===== config.mk =====
export PLATFORM = sky130hd
export DESIGN_NAME = phy_management_register_bank
export DESIGN_NICKNAME = d
export VERILOG_FILES = /design/src/phy_mgmt_pkg.sv /design/src/reg_access_if.sv /design/src/phy_management_register_bank.sv /design/src/ahb_reg_slave.sv
export VERILOG_INCLUDE_DIRS = /design/src
export SDC_FILE = /design/constraint.sdc
export NUM_CORES = 1
export LEC_CHECK = 0
export BUFFER_PORTS_ARGS = -buffer_cell sky130_fd_sc_hd__buf_2
export CORE_AREA = 4 4 178 180
export DETAILED_ROUTE_END_ITERATION = 8
export DIE_AREA = 0 0 182 184
export SYNTH_ARGS = -nofsm -noshare
export SYNTH_HDL_FRONTEND = slang
export SYNTH_SLANG_ARGS = --single-unit

===== constraint.sdc =====
create_clock -name hclk -period 6 [get_ports hclk]
set_clock_uncertainty 0.15 [all_clocks]
set_input_delay 1.2 -clock hclk [delete_from_list [all_inputs] [get_ports hclk]]
set_output_delay 1.2 -clock hclk [all_outputs]
set_load 0.03 [all_outputs]

===== src/phy_mgmt_consts.svh =====
/*
  Constants of the PHY management register bank: offsets, field positions,
  reset values and timing counts.
  Assumes inclusion by bare name from design files; definitions only.
*/
`ifndef PHY_MGMT_CONSTS_SVH
`define PHY_MGMT_CONSTS_SVH

// ----------------------------------------------------------------------
// Register numbers (byte address is four times the number)
// ----------------------------------------------------------------------
`define REG_CONTROL 5'h00
`define REG_INT_STATUS 5'h14
`define REG_INT_MASK 5'h15
`define REG_EXP_CTL 5'h16
`define REG_INT_CLEAR 5'h17
`define REG_TEST_CNT 5'h18
`define REG_TEST_CFG 5'h19
`define REG_EXP_ADDR 5'h1e
`define REG_SUPPORT 5'h1f
`define REG_LINK_STATUS 5'h11

// ----------------------------------------------------------------------
// Control register fields
// ----------------------------------------------------------------------
`define CTL_RESET 15
`define CTL_LOOPBACK 14
`define CTL_SPEED_LO 13
`define CTL_AUTONEG_ENABLE_BIT 12
`define CTL_POWER_DOWN 11
`define CTL_ISOLATE 10
`define CTL_RENEG 9
`define CTL_DUPLEX 8
`define CTL_COL_TEST 7
`define CTL_SPEED_HI 6
`define CTL_RW_MASK 16'h7fc0

// ----------------------------------------------------------------------
// Reset values and permanent bits
// ----------------------------------------------------------------------
`define CTL_RESET_VAL 16'h0000
`define MASK_RESET_VAL 16'h0000
`define SUPPORT_FIXED 16'h0000
`define SUPPORT_RW_MASK 16'h00ff

// ----------------------------------------------------------------------
// Timing
// ----------------------------------------------------------------------
`define SOFT_RESET_NS 1200000
`define CLK_PERIOD_NS 4
`define SOFT_RESET_CYCLES (`SOFT_RESET_NS / `CLK_PERIOD_NS)
`define RENEG_CYCLES 4

`endif


===== src/phy_mgmt_pkg.sv =====
/*
  Types of the PHY management register bank.
  Assumes nothing beyond a SystemVerilog compiler.
*/
package phy_mgmt_pkg;

  // Bus slave phase states, one-hot
  typedef enum logic [2:0] {
    st_idle = 3'b001,
    st_write = 3'b010,
    st_read = 3'b100
  } bus_state_t;

  // Resolved link speed
  typedef enum logic [1:0] {
    spd_10 = 2'b00,
    spd_100 = 2'b01,
    spd_1000 = 2'b10,
    spd_reserved = 2'b11
  } link_speed_t;

endpackage


===== src/reg_access_if.sv =====
/*
  Carrier between the bus slave and the register bank: one decoded
  register access per cycle.
  Assumes a single clock shared by both ends.
*/
`timescale 1ns/1ps
interface reg_access_if;
  logic wr; // One-cycle write strobe
  logic rd; // One-cycle read strobe
  logic [4:0] num; // Register number
  logic [15:0] wdata; // Write data
  logic [15:0] rdata; // Read data, valid with rd
  modport slave (output wr, rd, num, wdata, input rdata);
  modport bank (input wr, rd, num, wdata, output rdata);
endinterface


===== src/phy_management_register_bank.sv =====
/*
  Top of the PHY management register bank: control register, interrupt
  status/mask/clear, self-test and expansion registers, AHB-Lite access.
  Assumes straps are steady around reset release and that the datapath
  and negotiation engine report through the plain event inputs.
*/
// Functional notes
// [RULE1] Writing reset bit restores control defaults
// [RULE2] Reset bit reads one until done
// [RULE3] Loopback routes transmit back to receive
// [RULE4] Loopback turns around at converter
// [RULE5] Two speed bits select forced speed
// [RULE6] Low speed default comes from strap; code loads zero instead when strap_autoneg is high
// [RULE7] Negotiation enabled ignores speed and duplex
// [RULE8] Negotiation off lets bits set mode
// [RULE9] Negotiation enable default comes from strap
// [RULE10] Latched-high bit holds one until read
// [RULE11] Latched-low bit holds zero until read
// [RULE12] Self-clearing bit drops when event ends
// [RULE13] Permanent bits ignore writes
// [RULE14] Strap bits sample pin at reset
// [RULE15] Interrupt clear bits self-clear
// [RULE16] Duplex bit selects full or half
// [RULE17] Renegotiate bit clears once restarted
// [RULE18] Isolate ignores transmit, releases outputs
// [RULE19] Power-down leaves only management active
// [RULE20] Sixteen-bit registers; reserved writes ignored
`timescale 1ns/1ps
`include "phy_mgmt_consts.svh"
module phy_management_register_bank
  import phy_mgmt_pkg::*;
#(
  parameter int unsigned SOFT_RESET_CYCLES = `SOFT_RESET_CYCLES
)
(
  input wire logic hclk,
  input wire logic hresetn,
  input wire logic hsel,
  input wire logic [31:0] haddr,
  input wire logic [1:0] htrans,
  input wire logic [2:0] hsize,
  input wire logic hwrite,
  input wire logic [31:0] hwdata,
  input wire logic hready,
  output logic hreadyout,
  output logic hresp,
  output logic [31:0] hrdata,
  input wire logic strap_autoneg,
  input wire logic strap_speed_lo,
  input wire logic strap_duplex,
  input wire logic [15:0] int_events,
  input wire logic link_up,
  input wire logic an_restarted,
  input wire logic mgmt_fault,
  input wire logic [7:0] tx_data,
  input wire logic tx_en,
  input wire logic [7:0] conv_rx_data,
  input wire logic conv_rx_dv,
  output logic [7:0] conv_tx_data,
  output logic conv_tx_en,
  output logic [7:0] rx_data,
  output logic rx_dv,
  output logic rx_oe,
  output logic autoneg_enable_bit,
  output logic renegotiate_bit,
  output logic [1:0] link_speed,
  output logic full_duplex,
  output logic power_down,
  output logic col_test
);

  // ----------------------------------------------------------------------
  // Bus slave
  // ----------------------------------------------------------------------
  reg_access_if acc ();
  logic [31:0] slave_rdata; // Slave read word
  logic slave_ready; // Slave ready

  ahb_reg_slave u_slave (
    .hclk(hclk),
    .hresetn(hresetn),
    .hsel(hsel),
    .haddr(haddr),
    .htrans(htrans),
    .hwrite(hwrite),
    .hwdata(hwdata),
    .hready(hready),
    .hreadyout(slave_ready),
    .hrdata(slave_rdata),
    .acc(acc)
  );

  // Slave outputs already come from its flip-flops
  assign hreadyout = slave_ready;
  assign hrdata = slave_rdata;

  // ----------------------------------------------------------------------
  // Register state
  // ----------------------------------------------------------------------
  logic [15:0] control; // Control register
  logic [15:0] int_status; // Latched-high event bits
  logic [15:0] int_mask; // Interrupt mask
  logic [15:0] int_clear; // Self-clearing clear strobes
  logic [15:0] exp_ctl; // Expansion access control
  logic [15:0] test_cnt; // Self-test counter
  logic [15:0] test_cfg; // Self-test config
  logic [15:0] exp_addr; // Expansion address pointer
  logic [15:0] support; // Support register
  logic link_latched; // Latched-low link status
  logic fault_latched; // Latched-high fault, cleared only by a link status read
  logic [2:0] straps; // Straps caught after reset release
  logic strap_done; // Straps have been caught
  logic [31:0] soft_cnt; // Software reset countdown
  logic [2:0] reneg_cnt; // All ones once strap defaults are loaded
  logic loop_en; // Transmit enable one stage late, for the loop

  // Register number decode used by read and write paths
  function automatic logic hit(input logic [4:0] n, input logic [4:0] r);
    hit = (n == r);
  endfunction

  wire wr_ctl = acc.wr && hit(acc.num, `REG_CONTROL);
  wire wr_mask = acc.wr && hit(acc.num, `REG_INT_MASK);
  wire wr_clr = acc.wr && hit(acc.num, `REG_INT_CLEAR);
  wire wr_expc = acc.wr && hit(acc.num, `REG_EXP_CTL);
  wire wr_cfg = acc.wr && hit(acc.num, `REG_TEST_CFG);
  wire wr_expa = acc.wr && hit(acc.num, `REG_EXP_ADDR);
  wire wr_sup = acc.wr && hit(acc.num, `REG_SUPPORT);
  wire rd_stat = acc.rd && hit(acc.num, `REG_INT_STATUS);
  wire rd_link = acc.rd && hit(acc.num, `REG_LINK_STATUS);
  wire soft_busy = control[`CTL_RESET];

  // Strap-derived control defaults
  wire [15:0] ctl_default = `CTL_RESET_VAL
    | ({15'h0000, straps[0]} << `CTL_AUTONEG_ENABLE_BIT) // RULE9
    | ({15'h0000, straps[0] ? 1'b0 : straps[1]} << `CTL_SPEED_LO) // RULE6
    | ({15'h0000, straps[0] ? 1'b0 : straps[2]} << `CTL_DUPLEX);

  // ----------------------------------------------------------------------
  // Strap capture: clocked, right after reset release
  // ----------------------------------------------------------------------
  always_ff @(posedge hclk or negedge hresetn) begin
    if (!hresetn) begin
      straps <= 3'h0;
      strap_done <= 1'b0;
    end else if (!strap_done) begin
      straps <= {strap_duplex, strap_speed_lo, strap_autoneg}; // RULE14
      strap_done <= 1'b1;
    end
  end

  // ----------------------------------------------------------------------
  // Control register
  // ----------------------------------------------------------------------
  // Soft reset holds the register at defaults and bit 15 high for the
  // full countdown; writes meanwhile are dropped so defaults stick.
  always_ff @(posedge hclk or negedge hresetn) begin
    if (!hresetn) begin
      control <= `CTL_RESET_VAL;
      soft_cnt <= 32'h0000_0000;
    end else if (!strap_done) begin
      control <= `CTL_RESET_VAL;
    end else if (reneg_cnt != 3'h7) begin
      // Load once only, so a later write of zero is not overridden
      control <= ctl_default; // RULE6 RULE9
    end else if (soft_busy) begin
      if (soft_cnt <= 32'h0000_0001) begin
        control <= ctl_default; // RULE2
        soft_cnt <= 32'h0000_0000;
      end else begin
        soft_cnt <= soft_cnt - 32'h0000_0001;
      end
    end else if (wr_ctl && acc.wdata[`CTL_RESET]) begin
      control <= ctl_default | 16'h8000; // RULE1
      soft_cnt <= SOFT_RESET_CYCLES;
    end else if (wr_ctl) begin
      control <= (acc.wdata & `CTL_RW_MASK) |
        (control & ~`CTL_RW_MASK); // RULE20
    end else if (control[`CTL_RENEG] &&
                 (an_restarted || !control[`CTL_AUTONEG_ENABLE_BIT])) begin
      control[`CTL_RENEG] <= 1'b0; // RULE17 RULE12
    end
  end

  // Straps default load after first capture
  always_ff @(posedge hclk or negedge hresetn) begin
    if (!hresetn) begin
      reneg_cnt <= 3'h0;
    end else if (strap_done && reneg_cnt != 3'h7) begin
      reneg_cnt <= 3'h7;
    end
  end

  // ----------------------------------------------------------------------
  // Interrupt status, mask and clear
  // ----------------------------------------------------------------------
  genvar i;
  generate
    for (i = 0; i < 16; i = i + 1) begin : g_int
      // Event wins over read and over clear
      always_ff @(posedge hclk or negedge hresetn) begin
        if (!hresetn) begin
          int_status[i] <= 1'b0;
        end else if (int_events[i]) begin
          int_status[i] <= 1'b1; // RULE10
        end else if (rd_stat || int_clear[i]) begin
          int_status[i] <= 1'b0;
        end
      end
    end
  endgenerate

  // Clear bits live one cycle after the write
  always_ff @(posedge hclk or negedge hresetn) begin
    if (!hresetn) begin
      int_clear <= 16'h0000;
      int_mask <= `MASK_RESET_VAL;
    end else begin
      int_clear <= wr_clr ? acc.wdata : 16'h0000; // RULE15
      if (wr_mask) begin
        int_mask <= acc.wdata;
      end
    end
  end

  // ----------------------------------------------------------------------
  // Link latched-low, fault latched-high/cleared on link status read
  // ----------------------------------------------------------------------
  always_ff @(posedge hclk or negedge hresetn) begin
    if (!hresetn) begin
      link_latched <= 1'b0;
      fault_latched <= 1'b0;
    end else begin
      if (!link_up) begin
        link_latched <= 1'b0; // RULE11
      end else if (rd_link) begin
        link_latched <= 1'b1;
      end
      if (mgmt_fault) begin
        fault_latched <= 1'b1; // RULE10
      end else if (rd_link) begin
        fault_latched <= 1'b0;
      end
    end
  end

  // ----------------------------------------------------------------------
  // Vendor registers
  // ----------------------------------------------------------------------
  always_ff @(posedge hclk or negedge hresetn) begin
    if (!hresetn) begin
      exp_ctl <= 16'h0000;
      test_cfg <= 16'h0000;
      exp_addr <= 16'h0000;
      support <= `SUPPORT_FIXED;
      test_cnt <= 16'h0000;
    end else begin
      if (wr_expc) begin
        exp_ctl <= acc.wdata;
      end
      if (wr_cfg) begin
        test_cfg <= acc.wdata;
      end
      if (wr_expa) begin
        exp_addr <= acc.wdata;
      end
      if (wr_sup) begin
        support <= (acc.wdata & `SUPPORT_RW_MASK) |
          (`SUPPORT_FIXED & ~`SUPPORT_RW_MASK); // RULE13
      end
      // Counts converter receive-valid cycles while self-test and loopback are both enabled
      if (test_cfg[0] && conv_rx_dv && control[`CTL_LOOPBACK]) begin
        test_cnt <= test_cnt + 16'h0001;
      end
    end
  end

  // ----------------------------------------------------------------------
  // Read mux
  // ----------------------------------------------------------------------
  wire [4:0] rn = acc.num;
  assign acc.rdata =
    hit(rn, `REG_CONTROL) ? control :
    hit(rn, `REG_INT_STATUS) ? (int_status & int_mask) | int_status :
    hit(rn, `REG_INT_MASK) ? int_mask :
    hit(rn, `REG_EXP_CTL) ? exp_ctl :
    hit(rn, `REG_INT_CLEAR) ? int_clear :
    hit(rn, `REG_TEST_CNT) ? test_cnt :
    hit(rn, `REG_TEST_CFG) ? test_cfg :
    hit(rn, `REG_EXP_ADDR) ? exp_addr :
    hit(rn, `REG_SUPPORT) ? support :
    hit(rn, `REG_LINK_STATUS) ?
      {14'h0000, fault_latched, link_latched} : 16'h0000;

  // ----------------------------------------------------------------------
  // Mode decode
  // ----------------------------------------------------------------------
  wire an_on = control[`CTL_AUTONEG_ENABLE_BIT];
  wire quiet = control[`CTL_ISOLATE] || control[`CTL_POWER_DOWN];
  // Forced speed only when negotiation is off
  wire [1:0] forced_speed =
    {control[`CTL_SPEED_HI], control[`CTL_SPEED_LO]}; // RULE5
  wire [1:0] next_speed = an_on ? spd_1000 : forced_speed; // RULE7 RULE8
  wire next_duplex = an_on ? 1'b1 : control[`CTL_DUPLEX]; // RULE16
  wire loop = control[`CTL_LOOPBACK];

  // ----------------------------------------------------------------------
  // Datapath steering and status outputs
  // ----------------------------------------------------------------------
  always_ff @(posedge hclk or negedge hresetn) begin
    if (!hresetn) begin
      conv_tx_data <= 8'h00;
      conv_tx_en <= 1'b0;
      rx_data <= 8'h00;
      rx_dv <= 1'b0;
      rx_oe <= 1'b0;
      loop_en <= 1'b0;
    end else begin
      // Transmit ignored when isolated or powered down
      conv_tx_data <= quiet ? 8'h00 : tx_data; // RULE18 RULE19
      conv_tx_en <= !quiet && tx_en && !loop;
      // Enable takes the same two stages as the looped byte
      loop_en <= !quiet && tx_en;
      // Loop at the converter edge so the whole path is exercised
      rx_data <= loop ? conv_tx_data : conv_rx_data; // RULE3 RULE4
      rx_dv <= !quiet && (loop ? loop_en : conv_rx_dv);
      rx_oe <= !quiet; // RULE18
    end
  end

  // Registered mode outputs
  always_ff @(posedge hclk or negedge hresetn) begin
    if (!hresetn) begin
      hresp <= 1'b0;
      autoneg_enable_bit <= 1'b0;
      renegotiate_bit <= 1'b0;
      link_speed <= 2'b00;
      full_duplex <= 1'b0;
      power_down <= 1'b0;
      col_test <= 1'b0;
    end else begin
      hresp <= 1'b0;
      autoneg_enable_bit <= an_on;
      renegotiate_bit <= an_on && control[`CTL_RENEG]; // RULE17
      link_speed <= next_speed;
      full_duplex <= next_duplex;
      power_down <= control[`CTL_POWER_DOWN]; // RULE19
      col_test <= control[`CTL_COL_TEST];
    end
  end

endmodule


===== src/ahb_reg_slave.sv =====
/*
  AHB-Lite slave that turns single word transfers into register strobes.
  Assumes one master, word transfers only; response is always OKAY.
*/
`timescale 1ns/1ps
module ahb_reg_slave
  import phy_mgmt_pkg::*;
(
  input wire logic hclk,
  input wire logic hresetn,
  input wire logic hsel,
  input wire logic [31:0] haddr,
  input wire logic [1:0] htrans,
  input wire logic hwrite,
  input wire logic [31:0] hwdata,
  input wire logic hready,
  output logic hreadyout,
  output logic [31:0] hrdata,
  reg_access_if.slave acc
);

  bus_state_t state; // Current data-phase kind
  logic [4:0] num_q; // Captured register number

  // Address phase accepted on NONSEQ or SEQ
  wire take = hsel && hready && htrans[1];

  // ----------------------------------------------------------------------
  // Strobes: write lands in the data phase, read is asked in it too
  // ----------------------------------------------------------------------
  assign acc.wr = (state == st_write);
  assign acc.rd = (state == st_read);
  assign acc.num = num_q;
  assign acc.wdata = hwdata[15:0];

  // Phase tracking
  always_ff @(posedge hclk or negedge hresetn) begin
    if (!hresetn) begin
      state <= st_idle;
      num_q <= 5'h00;
    end else if (take) begin
      state <= hwrite ? st_write : st_read;
      num_q <= haddr[6:2];
    end else begin
      state <= st_idle;
    end
  end

  // Read data registered; ready drops one cycle for reads
  always_ff @(posedge hclk or negedge hresetn) begin
    if (!hresetn) begin
      hreadyout <= 1'b1;
      hrdata <= 32'h0000_0000;
    end else begin
      hreadyout <= !(take && !hwrite);
      if (state == st_read) begin
        hrdata <= {16'h0000, acc.rdata};
      end
    end
  end

endmodule


==> results of run 1 <==
-- layout by cell type (no fill, tap or decap), types with 15 or more instances in the layout --
cell	count
xnor2_1	22
a31o_2	16
a21oi_1	32
and3_1	32
buf_2	108
nor4_1	15
mux2_2	90
nand2_1	41
nor2_1	44
a221oi_1	17
conb_1	18
nand3_1	23
dfrtp_1	219
clkbuf_16	26
inv_1	28
o21ai_0	42
-- state kept, by name, summed over array words and instances (netlist names), 2 cells and up --
| name | flops |
|---|---|
| u_slave.state | 3 |
| u_slave.hrdata | 16 |
| exp_ctl | 16 |
| link_speed | 2 |
| int_mask | 16 |
| soft_cnt | 32 |
| support | 8 |
| conv_tx_data | 8 |
| test_cfg | 16 |
| u_slave.acc.num | 5 |
| int_status | 16 |
| rx_data | 8 |
| exp_addr | 16 |
| control | 10 |
| straps | 3 |
| test_cnt | 16 |
| int_clear | 16 |
-- metrics by stage --
step           std cells  setup slack (ns)
3_5_place_dp        1397             2.382
6_report            1445             2.441
5_1_grt             1445             2.305
4_1_cts             1444             2.454
2_1_floorplan        955             3.052
3_3_place_gp        1397             2.446
-- synthesized netlist by cell type (all sizes together), types with 14 or more instances --
cell    number
clkbuf      51
and2        14
o22ai       14
and3        32
nor3        16
nor4        17
buf         25
mux2        90
nand2       41
inv         28
dfrtp      219
xnor2       22
a31o        16
nor2        44
a21oi       33
nand2b      14
o21ai       42
a221oi      17
nand3       23
-- final cells by class --
type	count	area, um2	area share
flip-flops and latches	221	5533	0.4563
multi-input cells	630	4497	0.3709
clock buffers	42	750.7	0.06192
repair buffers	122	665.6	0.05490
well taps	396	495.5	0.04087
inverters	28	105.1	0.008669
clock inverters	5	75.07	0.006192
diodes	1	2.502	0.0002064
-- cells by family (layout without fill, tap and decap cells) --
logic type	after synthesis	count (layout)	share of synthesized area
flip-flops	221	221	0.5316
buffers and inverters	104	197	0.04496
other	2	19	0.0007216
XOR/XNOR	29	29	0.02440
AND/OR/NAND/NOR	263	263	0.1420
adder cells (fa/ha/maj)	3	3	0.003607
AO/OA/AOI/OAI	225	225	0.1534
multiplexers	92	92	0.09930
-- worst max-delay path: stages (launching register included) --
cell and delay, ns:
dfrtp_1 0.68, buf_4 0.31, nor2b_1 0.61, buf_4 0.31
and3_1 0.92, mux2_2 0.43
-- power groups by stage --
| stage | sequential [mW] | clock, mW | combinational [mW] |
|---|---|---|---|
| 2_1_floorplan | 1.65 | 0 | 0.203 |
| 3_3_place_gp | 1.62 | 0 | 0.395 |
| 3_5_place_dp | 1.62 | 0 | 0.397 |
| 4_1_cts | 1.60 | 1.56 | 0.399 |
| 5_1_grt | 1.61 | 1.63 | 0.432 |
| 6_report | 1.60 | 1.53 | 0.396 |
-- routing by layer --
metal	track usage	vias to the layer above	routed length, um
met4	0.04773	2	656
met3	0.04135	44	2427
met1	0.2568	4055	13870
met2	0.2744	303	13230
met5	0	-	7
li1	-	3630	-
-- worst paths after layout --
kind,from,endpoint,slack (ns),cells after the start
setup / recovery,u_slave.acc.num[4]$_DFFE_PN0P_,exp_ctl[5]$_DFFE_PN0P_,2.44,5
hold / removal,control[7]$_DFFE_PN0P_,col_test$_DFF_PN0_,0.28,0
setup reg to reg,u_slave.acc.num[4]$_DFFE_PN0P_,exp_ctl[5]$_DFFE_PN0P_,2.44,5
hold reg to reg,control[7]$_DFFE_PN0P_,col_test$_DFF_PN0_,0.28,0
max in group asynchronous,hresetn,conv_tx_data[0]$_DFF_PN0_,4.10,2
min in group asynchronous,hresetn,u_slave.hrdata[1]$_DFFE_PN0P_,0.55,1
==> reports/qor.csv, run 1 <==
metric,value,unit
relSlewSlack,0.2558,
grt_pass1_wl,47790,um
cts_setup_buffers,0,
slew_violations,0,
outcome,"complete, no violations",
drc,0,
rsz0062_at_grt,false,
nets,1146,
pwr-share-clk,0.434,
clk_latency,0.55,ns
track_usage,0.1790,
globalplace.congestion,0.8408,
yosys.area.top_type,dfrtp_1,
fillers,2952,
hold_viol,0,
comb_power_share,0.112,
startpoint_type,flop,
switching_share,0.2700,
final_core_util,0.4016,
dp_hpwl,19890,um
detail_route.first_pass.iterations,5,
cts_buffers,26,
die_h,184,um
first_global_vias,8143,
clkTransAtPathRegs,0.06,ns
cts-htree-levels,1,
drive_gt1_frac,0.2729,
finalSetupTns,0,ns
start_util,0.3447,
synthArstFlopShare,1.000,
power.internal,2.572,mW
cts_resized,0,
fin_crit_sh,0.5931,
power,3.523,mW
p_leak,5.301,nW
antenna_found_initial,2,
clock_path_buffers,3,
endpoint_kind,flop,
cp.arrival,3.82,ns
power.switching,0.9512,mW
finalSetupViolCount,0,
gr-total-overflow,0,
via_count,8034,
cts_sinks,221,
rows,64,
fin_crit,3.559,ns
fmax,281.0,MHz
synth_area_leaders,"dfrtp_1 53%, mux2_2 9.7%, o21ai_0 2.0%, and3_1 1.9%, xnor2_1 1.9%",
grt_max_degree,113,
core-area,0.03019,mm2
io-pin-count,174,
worst_pin_slew,1.114,ns
via_per_inst,5.560,
ant_nets,0,
synth_edf_count,0,
drtIter0Drc,646,
synthDominantCellAreaShare,0.5266,
synth_flop_cell,dfrtp_1,
powerDensity,290.6,mW/mm2
syn2layout_area_growth,16.49,%
crit_required,6.26,ns
synth_seq_cells,221,
cts.hold.buffers_added,0,
dieArea,0.03349,mm2
cts_tree,yes,
die_w,182,um
fin_area,0.01212,mm2
seqPwrFrac,0.454,
yosysUniqueCellTypes,72,
netlist_instances,939,
min_path_type,flop to flop,
io_buffer_count,109,
dpl_cell_area,0.01130,mm2
cp_max_fo,16,
synth.yosys.seq_area_share,0.5316,
hold_slack,0.2751,ns
path_class,flop to flop,
cts_root_buf,clkbuf_16,
syn_area,0.01041,mm2
vdd_ir_drop_max,0.1849,mV
maxCapViolCount,0,
synth.yosys.warnings,0,
wl_per_cell,20.89,um
totalWireLength,30190,um
avgSynthCellArea,11.08,um2
No activity file was read; power rests on OpenSTA's default activity.
==> run 2, diff against run 1 <==
==> constraint.sdc (replaced) <==
create_clock -name hclk -period 3.2 [get_ports hclk]
set_clock_uncertainty 0.15 [all_clocks]
set_input_delay 0.64 -clock hclk [delete_from_list [all_inputs] [get_ports hclk]]
set_output_delay 0.64 -clock hclk [all_outputs]
set_load 0.03 [all_outputs]
==> run 2 against run 1 <==
Net effect:
- worst setup slack worse by 2.0 ns
- global-route usage hardly changed
- wire length is 0.37% lower
- highest routed layer unchanged
- sequential power is 86% higher
- first-iteration DRC count is 1.4% lower
- sequential cell count stayed put
- sequential share of layout area is 1.3 points lower
- clock power is 100% higher
- count of clock-buffer cells in the layout is 6 lower
- largest power group is now clock
- critical endpoint is now control[11]$_DFFE_PN0P_
- final cell count is 2.2% higher
==> reports/qor.csv, run 2 (synthesized netlist as in run 1, its figures left out) <==
metric,value,unit
outcome,"complete, no violations",
die_h,184,um
finalSetupTns,0,ns
rsz0062_at_grt,false,
cts_sinks,221,
startpoint_type,flop,
first_global_vias,8239,
rrSetupSlack,0.44,ns
die_w,182,um
grt_max_degree,69,
layout_setup_ws,0.4431,ns
min_to,int_status[14]$_DFFE_PN0P_,
cts_buffers,26,
p_leak,5.514,nW
powerDensity,551.8,mW/mm2
min_path_type,input pin to flop,
syn2layout_area_growth,19.85,%
io-pin-count,174,
rows,64,
gr-total-overflow,0,
dp_hpwl,20980,um
maxCapViolCount,0,
drc,0,
detail_route.first_pass.iterations,5,
r2r-end,control[11]$_DFFE_PN0P_,
via_per_inst,5.488,
clk_latency,0.53,ns
io_buffer_count,109,
layout_common_cells,"219 x dfrtp_1, 108 x buf_2, 90 x mux2_2",
start_util,0.3447,
clock_path_buffers,3,
fmax,362.7,MHz
grt_pass1_wl,48140,um
hold_depth,2,
wl_per_cell,20.37,um
r2r_start,soft_cnt[28]$_DFFE_PN0P_,
fin_crit,2.757,ns
final_common_cell,dfrtp_1,
fin_crit_sh,0.8615,
endpoint_kind,flop,
fillers,2927,
drtIter0Drc,637,
final_core_util,0.4132,
slew_violations,0,
relSlewSlack,0.4083,
cts_tree,yes,
crit_required,3.48,ns
via_count,8106,
nets,1179,
hold_start,int_events[14],
cts_root_buf,clkbuf_16,
diodes,0,
drive_gt1_frac,0.3006,
multiInputGateArea,0.004488,mm2
top_register,soft_cnt,
core-area,0.03019,mm2
regArea,0.005533,mm2
ant_nets,0,
totalWireLength,30080,um
globalplace.congestion,0.8424,
hold_viol,0,
ff2ff_path_depth,5,
pre_cts_ws,0.4564,ns
finalSetupViolCount,0,
antenna_found_initial,1,
clkTransAtPathRegs,0.06,ns
vdd_ir_drop_max,0.3513,mV
track_usage,0.1793,
worst_pin_slew,0.8875,ns
largest_reg_flops,32,
dieArea,0.03349,mm2
cts-htree-levels,1,
path_class,flop to flop,
cp_max_fo,11,
cp.arrival,3.03,ns
==> run 2: how the worst max path moves through the flow <==
stage | startpoint | end | slack, ns
global route | soft_cnt[0]$_DFFE_PN0P_ | soft_cnt[30]$_DFFE_PN0P_ | 0.21
floorplan | hwdata[15] | soft_cnt[13]$_DFFE_PN0P_ | 0.81
detailed placement | soft_cnt[28]$_DFFE_PN0P_ | control[11]$_DFFE_PN0P_ | 0.46
CTS | soft_cnt[28]$_DFFE_PN0P_ | control[11]$_DFFE_PN0P_ | 0.45
global placement | soft_cnt[28]$_DFFE_PN0P_ | control[14]$_DFFE_PN0P_ | 0.49
finish | soft_cnt[28]$_DFFE_PN0P_ | control[11]$_DFFE_PN0P_ | 0.44
==> run 2: worst max-delay path: stages (launching register included) <==
cell and delay (ns):
dfrtp_1 0.40, or4_1 0.61, nor4b_2 0.33, and4_1 0.48, a21oi_1 0.35, a22o_1 0.32
==> run 2: timing repair <==
| action | CTS | global route |
|---|---|---|
| endpoints found under the hold margin | 63 | 0 |
| gates resized for setup | 0 | 0 |
| setup buffers | 0 | 0 |
| hold buffers | 1 | 0 |
==> run 2: final cells by class <==
type,instances,share of cell area
multi-input combinational,630,0.3598
clock inverter,11,0.01384
timing repair buffer,155,0.07543
sequential,221,0.4436
inverter,28,0.008426
tap,396,0.03972
clock buffer,36,0.05918
==> run 2: per-layer routing <==
layer | vias up | track usage | wire length, um
li1 | 3693 | - | -
met1 | 4060 | 0.2609 | 13850
met2 | 299 | 0.2759 | 13280
met3 | 52 | 0.03443 | 2099
met4 | 2 | 0.04743 | 844
met5 | - | 0 | 12
==> run 2: where the power goes <==
part	switching (mW)	total, mW	leakage (nW)	internal, mW
clock	1.18	3.12	0.451	1.94
combinational	0.524	0.786	2.32	0.263
sequential	0.0807	2.98	2.74	2.90
total	1.79	6.88	5.51	5.09
==> run 2: stage by stage <==
stage               total power, mW  instances  area (um2)  hold slack (ns)
floorplan                     3.465        955       10470           0.1944
global placement              3.806       1429       11550           0.2845
detailed placement            3.815       1429       11550           0.2910
CTS                           6.969       1477       12470           0.1195
global route                  7.180       1477       12470           0.1331
finish                        6.882       1477       12470           0.1433
